## src/quad_ser_map.vh

```
// Constants for the four-channel serial output path
`ifndef QUAD_SER_MAP_VH
`define QUAD_SER_MAP_VH
// Lane mode codes
`define LANE_MODE_TWO 1'b0
`define LANE_MODE_ONE 1'b1
// Serialization length codes
`define SER_LEN_16 2'h0
`define SER_LEN_14 2'h1
`define SER_LEN_12 2'h2
// Result and shift widths
`define RESULT_W 14
`define SHIFT_W 16
// Core clock period and lock time, both in ns
`define CORE_CLK_NS 40
`define PLL_LOCK_NS 25000
`define PLL_LOCK_CYC ((`PLL_LOCK_NS + `CORE_CLK_NS - 1) / `CORE_CLK_NS)
// Sample clock stop timeout, in core cycles
`define SCLK_TIMEOUT_CYC 64
// Period jitter tolerated before a frequency change is assumed
`define PERIOD_TOL 8'h01
// Serializer states
`define ST_IDLE 1'b0
`define ST_SHIFT 1'b1
`endif

```

## src/quad_adc_serializer.v

```verilog
// Serial output path of a four-channel simultaneous-sampling converter
`timescale 1ns/1ns
`include "quad_ser_map.vh"
module quad_adc_serializer #(
   parameter FIFO_DEPTH = 4,
   parameter LOCK_CYC = `PLL_LOCK_CYC,
   parameter TIMEOUT_CYC = `SCLK_TIMEOUT_CYC
) (
   input wire core_clk_i,
   input wire srst_i,
   input wire sample_clock_pos_in_i,
   input wire program_method_select_i,
   input wire chip_select_pin_i,
   input wire reg_lane_mode_i,
   input wire [1:0] reg_ser_len_i,
   input wire reg_dcs_disable_i,
   input wire [13:0] ch1_result_i,
   input wire [13:0] ch2_result_i,
   input wire [13:0] ch3_result_i,
   input wire [13:0] ch4_result_i,
   output reg bit_clock_out_o,
   output reg frame_marker_out_o,
   output reg ch1_lane_first_o,
   output reg ch1_lane_second_o,
   output reg ch2_lane_first_o,
   output reg ch2_lane_second_o,
   output reg ch3_lane_first_o,
   output reg ch3_lane_second_o,
   output reg ch4_lane_first_o,
   output reg ch4_lane_second_o,
   output reg pll_locked_o,
   output reg dcs_enabled_o,
   output reg overrun_o
);
   localparam WORD_W = 4 * `RESULT_W;

   // ------------------------------------------------------------
   // Slot count per word
   // ------------------------------------------------------------
   // Cycles needed to send one word for a given mode
   function [4:0] word_slots;
      input lane_one;
      input [1:0] len;
      reg [4:0] bits;
      begin
         bits = 5'h10;
         if (len == `SER_LEN_14) begin
            bits = 5'h0E;
         end else if (len == `SER_LEN_12) begin
            bits = 5'h0C;
         end
         word_slots = lane_one ? bits : {1'b0, bits[4:1]};
      end
   endfunction

   // Left-aligns one result in the shift register per length
   function [`SHIFT_W-1:0] align_word;
      input [1:0] len;
      input [13:0] res;
      begin
         if (len == `SER_LEN_12) begin
            align_word = {res[13:2], 4'h0};
         end else begin
            align_word = {res, 2'h0};
         end
      end
   endfunction

   // ------------------------------------------------------------
   // Input synchronisers
   // ------------------------------------------------------------
   reg [1:0] sclk_sync_q;
   reg [1:0] pms_sync_q;
   reg [1:0] cs_sync_q;
   reg sclk_prev_q;
   wire sclk_rise;

   // Pins from outside the core clock pass two flops first
   always @(posedge core_clk_i) begin
      if (srst_i) begin
         sclk_sync_q <= 2'h0;
         pms_sync_q <= 2'h0;
         cs_sync_q <= 2'h0;
         sclk_prev_q <= 1'b0;
      end else begin
         sclk_sync_q <= {sclk_sync_q[0], sample_clock_pos_in_i};
         pms_sync_q <= {pms_sync_q[0], program_method_select_i};
         cs_sync_q <= {cs_sync_q[0], chip_select_pin_i};
         sclk_prev_q <= sclk_sync_q[1];
      end
   end

   // Only the rising edge starts a conversion, so duty cycle is free
   assign sclk_rise = sclk_sync_q[1] & ~sclk_prev_q;

   // ------------------------------------------------------------
   // Mode selection
   // ------------------------------------------------------------
   reg lane_sel_d;
   reg [1:0] len_sel_d;

   // Pin-strap mode takes lane mode from chip select; length fixed to 16
   always @* begin
      if (pms_sync_q[1]) begin
         lane_sel_d = cs_sync_q[1];
         len_sel_d = `SER_LEN_16;
      end else begin
         lane_sel_d = reg_lane_mode_i;
         len_sel_d = (reg_ser_len_i == 2'h3) ? `SER_LEN_16 : reg_ser_len_i;
      end
   end

   // Stabilizer can only be switched off under serial programming
   always @(posedge core_clk_i) begin
      if (srst_i) begin
         dcs_enabled_o <= 1'b1;
      end else begin
         dcs_enabled_o <= pms_sync_q[1] | ~reg_dcs_disable_i;
      end
   end

   // ------------------------------------------------------------
   // Lock tracking of the sample clock
   // ------------------------------------------------------------
   reg [7:0] period_cnt_q;
   reg [7:0] period_last_q;
   reg [15:0] lock_cnt_q;
   reg clk_seen_q;
   wire [7:0] period_diff;
   wire restart;

   assign period_diff = (period_cnt_q > period_last_q) ? period_cnt_q - period_last_q
                                                      : period_last_q - period_cnt_q;
   // A stopped clock or a new period restarts the lock wait
   assign restart = (period_cnt_q == TIMEOUT_CYC[7:0]) |
                    (sclk_rise & clk_seen_q & (period_diff > `PERIOD_TOL));

   // Measure period between rising edges, saturating at the timeout
   always @(posedge core_clk_i) begin
      if (srst_i) begin
         period_cnt_q <= 8'h00;
         period_last_q <= 8'h00;
         clk_seen_q <= 1'b0;
      end else if (sclk_rise) begin
         period_cnt_q <= 8'h01;
         period_last_q <= period_cnt_q;
         clk_seen_q <= (period_cnt_q != TIMEOUT_CYC[7:0]) & (period_cnt_q != 8'h00);
      end else if (period_cnt_q != TIMEOUT_CYC[7:0]) begin
         period_cnt_q <= period_cnt_q + 8'h01;
      end else begin
         clk_seen_q <= 1'b0;
      end
   end

   // Lock asserts after the full wait with a steady running clock
   always @(posedge core_clk_i) begin
      if (srst_i) begin
         lock_cnt_q <= 16'h0000;
         pll_locked_o <= 1'b0;
      end else if (restart | ~clk_seen_q) begin
         lock_cnt_q <= 16'h0000;
         pll_locked_o <= 1'b0;
      end else if (lock_cnt_q == LOCK_CYC[15:0]) begin
         pll_locked_o <= 1'b1;
      end else begin
         lock_cnt_q <= lock_cnt_q + 16'h0001;
      end
   end

   // ------------------------------------------------------------
   // Capture and buffering
   // ------------------------------------------------------------
   wire fifo_in_ready;
   wire fifo_out_valid;
   wire [WORD_W-1:0] fifo_out_data;
   wire fifo_pop;
   wire capture;

   // All four results are taken on the same edge, as one word
   assign capture = sclk_rise & pll_locked_o;

   sample_fifo #(
      .WIDTH(WORD_W),
      .DEPTH(FIFO_DEPTH),
      .AW(2)
   ) u_fifo (
      .core_clk_i(core_clk_i),
      .srst_i(srst_i),
      .in_valid_i(capture),
      .in_ready_o(fifo_in_ready),
      .in_data_i({ch1_result_i, ch2_result_i, ch3_result_i, ch4_result_i}),
      .out_valid_o(fifo_out_valid),
      .out_ready_i(fifo_pop),
      .out_data_o(fifo_out_data)
   );

   // Sticky flag: a sample was lost because the serializer fell behind
   always @(posedge core_clk_i) begin
      if (srst_i) begin
         overrun_o <= 1'b0;
      end else if (capture & ~fifo_in_ready) begin
         overrun_o <= 1'b1;
      end
   end

   // ------------------------------------------------------------
   // Serializer
   // ------------------------------------------------------------
   reg state_q;
   reg [4:0] slot_q;
   reg [4:0] slots_q;
   reg lane_one_q;
   reg [1:0] len_q;
   reg frame_phase_q;
   wire active;
   wire last_slot;
   wire load;

   assign last_slot = (slot_q == slots_q - 5'h01);
   // Next word is taken at idle or right after the last slot
   assign load = fifo_out_valid & ((state_q == `ST_IDLE) | last_slot);
   assign fifo_pop = load;
   assign active = load | ((state_q == `ST_SHIFT) & ~last_slot); // Closing cycle adds no extra slot

   // Control: slot counting, mode latch at word start, frame phase
   always @(posedge core_clk_i) begin
      if (srst_i) begin
         state_q <= `ST_IDLE;
         slot_q <= 5'h00;
         slots_q <= 5'h08;
         lane_one_q <= `LANE_MODE_TWO;
         len_q <= `SER_LEN_16;
         frame_phase_q <= 1'b0;
      end else begin
         case (state_q)
            `ST_IDLE: begin
               if (load) begin
                  state_q <= `ST_SHIFT;
               end
            end
            `ST_SHIFT: begin
               if (last_slot & ~load) begin
                  state_q <= `ST_IDLE;
               end
            end
            default: begin
               state_q <= `ST_IDLE;
            end
         endcase
         if (load) begin
            slot_q <= 5'h00;
            slots_q <= word_slots(lane_sel_d, len_sel_d);
            lane_one_q <= lane_sel_d;
            len_q <= len_sel_d;
            frame_phase_q <= ~frame_phase_q;
         end else if (state_q == `ST_SHIFT) begin
            slot_q <= slot_q + 5'h01;
         end
      end
   end

   // Bit clock toggles once per slot, so each slot owns one edge
   always @(posedge core_clk_i) begin
      if (srst_i) begin
         bit_clock_out_o <= 1'b0;
         frame_marker_out_o <= 1'b0;
      end else if (active) begin
         bit_clock_out_o <= ~bit_clock_out_o;
         if (load) begin
            // Half-rate marker keeps a whole word per level
            if ((lane_sel_d == `LANE_MODE_TWO) && (len_sel_d == `SER_LEN_14)) begin
               frame_marker_out_o <= ~frame_phase_q;
            end else begin
               frame_marker_out_o <= 1'b1;
            end
         end else if (~((lane_one_q == `LANE_MODE_TWO) && (len_q == `SER_LEN_14)) &&
                      (slot_q + 5'h01 == {1'b0, slots_q[4:1]})) begin
            frame_marker_out_o <= 1'b0;
         end
      end
   end

   // Per-channel shift registers, MSB first; each channel owns its register
   wire [3:0] first_d;
   wire [3:0] second_d;
   genvar ch;
   generate
      for (ch = 0; ch < 4; ch = ch + 1) begin : g_ch
         wire [13:0] res = fifo_out_data[WORD_W-1-ch*`RESULT_W -: `RESULT_W];
         wire [`SHIFT_W-1:0] word = align_word(len_sel_d, res);
         reg [`SHIFT_W-1:0] shift_q;
         always @(posedge core_clk_i) begin
            if (srst_i) begin
               shift_q <= {`SHIFT_W{1'b0}};
            end else if (load) begin
               shift_q <= lane_sel_d ? {word[`SHIFT_W-2:0], 1'b0}
                                     : {word[`SHIFT_W-3:0], 2'h0};
            end else if (state_q == `ST_SHIFT) begin
               shift_q <= lane_one_q ? {shift_q[`SHIFT_W-2:0], 1'b0}
                                     : {shift_q[`SHIFT_W-3:0], 2'h0};
            end
         end
         // Launch bits: from the new word on load, else from the register
         assign first_d[ch] = load ? word[`SHIFT_W-1] : shift_q[`SHIFT_W-1];
         assign second_d[ch] = load ? (~lane_sel_d & word[`SHIFT_W-2]) : (~lane_one_q & shift_q[`SHIFT_W-2]);
      end
   endgenerate

   // Lane outputs registered; idle lanes rest low
   always @(posedge core_clk_i) begin
      if (srst_i || ~active) begin
         {ch1_lane_first_o, ch1_lane_second_o, ch2_lane_first_o, ch2_lane_second_o,
          ch3_lane_first_o, ch3_lane_second_o, ch4_lane_first_o, ch4_lane_second_o} <= 8'h00;
      end else begin
         {ch1_lane_first_o, ch1_lane_second_o, ch2_lane_first_o, ch2_lane_second_o,
          ch3_lane_first_o, ch3_lane_second_o, ch4_lane_first_o, ch4_lane_second_o} <=
            {first_d[0], second_d[0], first_d[1], second_d[1], first_d[2], second_d[2], first_d[3], second_d[3]};
      end
   end
endmodule // quad_adc_serializer

```

## src/sample_fifo.v

```verilog
// Small FIFO holding simultaneous sample words ahead of the serializer
`timescale 1ns/1ns
module sample_fifo #(
   parameter WIDTH = 56,
   parameter DEPTH = 4,
   parameter AW = 2
) (
   input wire core_clk_i,
   input wire srst_i,
   input wire in_valid_i,
   output wire in_ready_o,
   input wire [WIDTH-1:0] in_data_i,
   output wire out_valid_o,
   input wire out_ready_i,
   output wire [WIDTH-1:0] out_data_o
);
   reg [WIDTH-1:0] mem_q [0:DEPTH-1];
   reg [AW-1:0] wr_ptr_q;
   reg [AW-1:0] rd_ptr_q;
   reg [AW:0] count_q;
   wire push;
   wire pop;

   // Honest flags straight from the fill count
   assign in_ready_o = (count_q != DEPTH[AW:0]);
   assign out_valid_o = (count_q != {(AW+1){1'b0}});
   assign out_data_o = mem_q[rd_ptr_q];
   assign push = in_valid_i & in_ready_o;
   assign pop = out_valid_o & out_ready_i;

   // Storage array, written only on an accepted push
   always @(posedge core_clk_i) begin
      if (push) begin
         mem_q[wr_ptr_q] <= in_data_i;
      end
   end

   // Pointers wrap naturally; depth must be a power of two
   always @(posedge core_clk_i) begin
      if (srst_i) begin
         wr_ptr_q <= {AW{1'b0}};
         rd_ptr_q <= {AW{1'b0}};
         count_q <= {(AW+1){1'b0}};
      end else begin
         if (push) begin
            wr_ptr_q <= wr_ptr_q + 1'b1;
         end
         if (pop) begin
            rd_ptr_q <= rd_ptr_q + 1'b1;
         end
         if (push & ~pop) begin
            count_q <= count_q + 1'b1;
         end else if (pop & ~push) begin
            count_q <= count_q - 1'b1;
         end
      end
   end
endmodule // sample_fifo

```

## config.mk

```make
export PLATFORM = sky130hd
export DESIGN_NAME = quad_adc_serializer
export DESIGN_NICKNAME = d
export VERILOG_FILES = /design/src/quad_adc_serializer.v /design/src/sample_fifo.v
export VERILOG_INCLUDE_DIRS = /design/src
export SDC_FILE = /design/constraint.sdc
export NUM_CORES = 1
export LEC_CHECK = 0
export BUFFER_PORTS_ARGS = -buffer_cell sky130_fd_sc_hd__buf_2
export CORE_AREA = 2 2 185 187
export CTS_CLUSTER_SIZE = 10
export DETAILED_ROUTE_END_ITERATION = 16
export DIE_AREA = 0 0 187 189
export PLACE_DENSITY = 0.7
export SYNTH_ARGS = -nofsm -noshare
export SYNTH_HDL_FRONTEND = slang
export SYNTH_SLANG_ARGS = --single-unit
```

## constraint.sdc

```tcl
create_clock -name core_clk_i -period 3.72 [get_ports core_clk_i]
set_input_delay 0.744 -clock core_clk_i [delete_from_list [all_inputs] [get_ports core_clk_i]]
set_output_delay 0.744 -clock core_clk_i [all_outputs]
set_load 0.1 [all_outputs]
```

== Word level (Yosys, flattened, before mapping) ==
Memory sizes are Yosys's and may differ from the RTL's. A register that Yosys moved wholly into a read port is not among the register bits.
Index checks and enable logic that the tools add are counted.
Storage, ports and cells
  register bits: 139
  RAM bits: 224
  input port bits: 65
  output and inout bits: 13
  logic and storage cells: 165
  memories: 1
Cells by class
  $add $sub $neg: 10
  order comparisons: 2
  eq/ne operators: 11
  multiplexer cells: 51
  bitwise operators: 41
  reductions and logical operators: 14
Memory list
  u_fifo.mem_q: depth 4, bits a word 56, read ports 1, clocked after memory_dff 1, wr ports 1, line sample_fifo.v:17  | reg [WIDTH-1:0] mem_q [0:DEPTH-1];
Operators by type and width (count)
  two-way mux 16 bit: 16
  AND 1 bit: 21
  two-way mux 1 bit: 20
  adder 16 x 1 -> 16 bit, second input constant: 1
  == test 16 x 10 -> 1 bit, second input constant: 1
  two-way mux 4 bit: 4
  subtractor 8 bit: 2
  two-way mux 5 bit: 3
  NOT 1 bit: 15
  adder 8 x 1 -> 8 bit, second input constant: 1
  == test 8 x 7 -> 1 bit, second input constant: 1
  greater-than comparator 8 x 1 -> 1 bit, second input constant: 1
  greater-than comparator 8 bit: 1
  two-way mux 2 bit: 4
  two-way mux 8 bit: 1
  inequality test 8 x 7 -> 1 bit, second input constant: 1
  nonzero test 2 bit: 4
  nonzero test 8 bit: 1
  two-way mux 3 bit: 2
  OR reduction 2 bit: 3
  adder 5 x 1 -> 5 bit, second input constant: 1
  == test 5 x 4 -> 1 bit: 1
  == test 5 bit: 1
  bitwise OR 1 bit: 5
  13 further kinds: 18

== Longest topological paths before layout ==
  depth in word-level cells: 8
  mapped depth: 14
  gate-level depth less buffers: 13

== Cells and area by module ==
From an unflattened synthesis, not the netlist that was laid out.
Unflattened totals
  cells, all modules: 1191
  area, all modules: 15870.2 um2
Modules (own cells, without submodules)
  sample_fifo: instances 1, cells each 340, area an instance 8580.7 um2, seq. area each 6906.6 um2
  quad_adc_serializer: instances 1, cells each 851, area an instance 7289.5 um2, seq. area each 2402.3 um2

== Worst setup path after synthesis ==
Ideal clock, no wire load.
  path type: reg-to-reg
  start point: reg pll_locked_o
  end point: mem u_fifo.mem_q[1][0] (enable)
  library setup time: 0.420 ns
  arrival: 2.841 ns
  data required time: 3.300 ns
  setup slack: 0.460 ns
  cell stages (with the launch flop): 4
  path buffers: 0
  clock period less this slack: 3.260 ns
  cell sequence: dfxtp_1 nand2_1 a21oi_1 and2_1
Between the ends
  cells in the longest elaborated chain, start to end: 4
RTL lines
  start: declaration: line quad_adc_serializer.v:31  | output reg pll_locked_o,
  start signal: assignment: line quad_adc_serializer.v:159  | pll_locked_o <= 1'b0;
  start signal: assignment: line quad_adc_serializer.v:162  | pll_locked_o <= 1'b0;
  start signal: assignment: line quad_adc_serializer.v:164  | pll_locked_o <= 1'b1;
  AND 1 bit: line quad_adc_serializer.v:180  | assign capture = sclk_rise & pll_locked_o;
  AND 1 bit: line sample_fifo.v:28  | assign push = in_valid_i & in_ready_o;
  via u_fifo.push: line sample_fifo.v:21  | wire push;
  two-way mux 1 bit: line sample_fifo.v:33  | if (push) begin
  two-way mux 1 bit (implied by the code): line sample_fifo.v:34  | mem_q[wr_ptr_q] <= in_data_i;
  end: declaration: line sample_fifo.v:17
The timed path passes the listed nets, and every way through them passes these cells.

== Worst setup path after layout ==
  start point: reg period_cnt_q[0]
  end point: reg lock_cnt_q[7]
Between the ends
  cells in the longest elaborated chain, start to end: 7
  elaborated cells on any way between the ends: 10
  those cells by class: 2 x add/sub; 2 x order compare; 1 x eq/ne; 1 x mux; 3 x bitwise; 1 x reduce/logical
RTL lines
  start: declaration: line quad_adc_serializer.v:125  | reg [7:0] period_cnt_q;
  start signal: assignment: line quad_adc_serializer.v:149  | period_cnt_q <= period_cnt_q + 8'h01;
  subtractor 8 bit (tied with other cells): line quad_adc_serializer.v:133  | : period_last_q - period_cnt_q;
  two-way mux 8 bit: line quad_adc_serializer.v:132  | assign period_diff = (period_cnt_q > period_last_q) ? period_cnt_q - period_last_q
  greater-than comparator 8 x 1 -> 1 bit (no source line)
  AND 1 bit: line quad_adc_serializer.v:136  | (sclk_rise & clk_seen_q & (period_diff > `PERIOD_TOL));
  bitwise OR 1 bit (*): line quad_adc_serializer.v:135  | assign restart = (period_cnt_q == TIMEOUT_CYC[7:0]) |
  bitwise OR 1 bit (*): line quad_adc_serializer.v:160  | end else if (restart | ~clk_seen_q) begin
  OR reduction 2 bit (no source line) (*)
  end signal: assignment: line quad_adc_serializer.v:166  | lock_cnt_q <= lock_cnt_q + 16'h0001;
  end: declaration: line quad_adc_serializer.v:127  | reg [15:0] lock_cnt_q;
Every way passes the cells marked *; elsewhere a longest branch is shown, timed or not.
A chain may end at the register's enable or synchronous reset.

==> metrics.md <==
| Metric | Value |
|---|---|
| Wire length per cell | `about 19 um` |
| Final net count | `between 1000 and 1500` |
| Combinational share of power | `0.291` |
| Seq pwr share | `0.398` |
| Initial antenna violation count | `0` |
| Met3 wire length | `~1600 um` |
| Setup repair bufs after CTS | `0` |
| DR vias | `9747` |
| Critical Path RT | `between 4 and 5 ns` |
| H-Tree Level Count | `2` |
| Ys Warns | `0` |
| Clk network pwr share | `0.311` |
| Register area | `between 9000 and 10000 um2` |
| Syn Inst Count | `approximately 1100` |
| Net switching fraction of the power | `0.3254` |
| Synth Net Count | `~1200` |
| Worst Clk Skew | `0.01800 ns` |
| Fill count | `2696` |
| Area of the multi-input gates | `6093 um2` |
| Fin Setup TNS | `0 ns` |
| Initial Utilization | `0.4774` |
| Die height | `around 190 um` |
| Routed Antenna Nets | `0` |
| Most frequent cells in the layout | `224 x edfxtp_1, 125 x dfxtp_1, 76 x buf_2, 55 x nor2_1, 55 x mux4_2` |
| Sw power | `about 4 mW` |
| Async set-or-reset flop fraction in the synthesized netlist | `0` |
| RSZ-0062 raised after global routing | `false` |
| Final core occ | `0.5423` |
| WS Path Type | `reg2reg` |
| Drt total wl | `roughly 33000 um` |
| Die width | `approximately 190 um` |
| Grt ovf | `0` |
| Post-synthesis cell type count | `74` |
| Cell internal pwr | `roughly 8.4 mW` |
| Seq cells post-synth | `353` |
| Post-synth EDFFs | `about 220` |
| Crit start category | `flop` |
| Row count | `67` |
| Clk buf depth | `3` |
| Final critical-path required period | `between 3 and 4 ns` |
| CTS tree | `done` |
| First-pass GRT wire length | `~53000 um` |
| Crit. End Element | `flop` |
| Average size of a mapped cell | `13.94 um2` |
| Vias/cell | `around 5.8` |
| Pin count of the biggest net entering global routing | `between 90 and 100` |
| Relative slew margins | `0.2661` |
| Final hold vios | `0` |
| Static leakage | `6.104 nW` |
| DRC viols | `0` |
| DR pass1 iterations | `4` |
| Final period utilization | `0.8202` |
| WP data arrival | `3.48 ns` |
| Final setup fails | `0` |
| Routed length on met2 | `around 17000 um` |
| GP Congestion | `roughly 0.85` |
| Post-CTS Resized | `0` |
| Worst-path clk slew | `around 0.06 ns` |
| Number of max-cap violations | `0` |
| CP max-delay cell | `or4_4` |
| Placed Cells | `approximately 1600` |
| Io pins | `~80` |
| Tot GR Track Use | `0.1859` |
| Hold crit path type | `in2reg` |
| Area delta synth->final | `13.60%` |
| Clk Tree Root Cell | `clkbuf_16` |
| Power per Cell Area | `approximately 700 nW/um2` |
| Post-cts hold buffer count | `0` |
| Fin cells | `1688` |
| Vias in the first global route | `roughly 9700` |
| Share of the yosys chip area belonging to registers | `0.5859` |
| Cts bufs inserted | `43` |
| CORE AREA | `33280 um2` |
| Worst-skew pair later-pin latency | `approximately 0.55 ns` |
| Fmax | `327.7 MHz` |
| Met1 WL | `~14000 um` |
| Ant diodes | `0` |
| Worst path max stage delay | `~0.48 ns` |
| Highest Signal Layer | `met4` |
| DR iter-0 viols | `between 400 and 500` |
| Crit path max fanout | `17` |
| Max VDD drop | `0.0005573 V` |
| Worst-path cell chain | `ha_1, inv_1, fa_1, and3_2, or4_4, a221oi_2, nand3_2, o221ai_1` |
| IO buf count | `a little under 80` |
| Commonest non-fill, non-tap cell in the layout | `edfxtp_1` |
| Die area | `35340 um2` |
| Layout cells sized above 1 | `0.2685` |
| Post-DP HPWL | `20050 um` |
| Main synth FF type | `edfxtp_1` |
| Max-slew violations | `0` |
| Mapped Area | `15890 um2` |
| Clk sinks | `approximately 350` |
| Worst-margin pin slew | `1.101 ns` |
| Overall power | `12.44 mW` |
| Status | `finished clean` |
| Hold WS | `0.3930 ns` |
==> kinds of logic (layout without fill, tap and decap cells) <==
logic type	after synthesis	after routing	share of synthesized area
buffers and inverters	112	212	0.03221
muxes	144	144	0.1375
DFF	353	353	0.5859
xor gates and xnor gates	47	47	0.02591
and+or+nand+nor	244	244	0.07899
AOI/OAI and AO/OA	209	209	0.1136
adders and majority gates	31	31	0.02583
==> power by group through the flow <==
| stage | clock, mW | sequential [mW] | combinational (mW) |
|---|---|---|---|
| 6_report | 3.87 | 4.95 | 3.62 |
| 5_1_grt | 4.14 | 5.01 | 3.91 |
| 4_1_cts | 3.96 | 4.95 | 3.64 |
| 3_5_place_dp | 0 | 5.03 | 3.62 |
| 3_3_place_gp | 0 | 5.02 | 3.58 |
| 2_1_floorplan | 0 | 5.02 | 2.87 |
==> sequential cells by signal, indices dropped and copies added, names as in the netlist, 2 cells and up, named ones only <==
signal / count
period_cnt_q: 8
slots_q: 5
len_q: 2
pms_sync_q: 2
slot_q: 5
u_fifo.rd_ptr_q: 2
period_last_q: 8
cs_sync_q: 2
u_fifo.count_q: 3
sclk_sync_q: 2
lock_cnt_q: 16
u_fifo.wr_ptr_q: 2
u_fifo.mem_q: 224
g_ch.shift_q: 52
==> worst max-delay path, delay by kind of cell (launching register included) <==
kind                     cells  cell delay (ns)
AO/OA/AOI/OAI                2             0.65
adder cells (fa/ha/maj)      2             0.62
buffers and inverters        1             0.06
flip-flops                   1             0.46
AND/OR/NAND/NOR              3             1.15
==> through the flow <==
| step | setup slack (ns) | instance area, um2 |
|---|---|---|
| finish | 0.6688 | 18050 |
| global route | 0.4374 | 18050 |
| CTS | 0.6199 | 18050 |
| detailed placement | 0.6928 | 16720 |
| global placement | 0.7640 | 16720 |
| floorplan | 0.4598 | 15890 |
==> metal layers <==
metal  GRT usage  up-vias
met5           0        -
met4     0.05342        0
met3     0.03503       51
met2      0.3238      228
met1      0.2376     4874
li1            -     4594
==> cell usage after synthesis, drive strengths merged (6+ instances only) <==
| library cell | number | area share |
|---|---|---|
| buf | 29 | 0.013 |
| mux2 | 44 | 0.031 |
| inv | 32 | 0.0076 |
| nor2 | 56 | 0.013 |
| mux2i | 45 | 0.028 |
| nand3 | 26 | 0.0085 |
| nand4 | 10 | 0.0043 |
| o21ai | 13 | 0.0041 |
| a221oi | 44 | 0.029 |
| xnor2 | 25 | 0.014 |
| clkbuf | 51 | 0.012 |
| a311oi | 44 | 0.024 |
| nand2 | 52 | 0.012 |
| a21oi | 33 | 0.011 |
| nand3b | 7 | 0.0033 |
| ha | 28 | 0.022 |
| xor2 | 22 | 0.012 |
| o221ai | 20 | 0.015 |
| and2 | 6 | 0.0024 |
| nor2b | 15 | 0.0059 |
| a211oi | 9 | 0.0046 |
| dfxtp | 129 | 0.16 |
| nor3 | 12 | 0.0038 |
| mux4 | 55 | 0.078 |
| edfxtp | 224 | 0.42 |
| a2111oi | 8 | 0.0060 |
| or2 | 36 | 0.014 |
==> cell type report <==
cell class / instances / area share
clock buffers: 72 / 0.06794
clock inverters: 7 / 0.005615
well taps: 448 / 0.03106
repair buffers: 101 / 0.03494
inverters: 32 / 0.006655
flip-flops and latches: 353 / 0.5162
multi-input cells: 675 / 0.3376
==> final timing paths <==
check,from,to,slack (ns),depth (start not counted)
setup / recovery,period_cnt_q[0],lock_cnt_q[7],0.67,8
hold / removal,reg_dcs_disable_i,dcs_enabled_o,0.39,2
setup reg to reg,period_cnt_q[0],lock_cnt_q[7],0.67,8
hold reg to reg,cs_sync_q[0],cs_sync_q[1],0.45,1
Power figures use the tool's default switching activity.
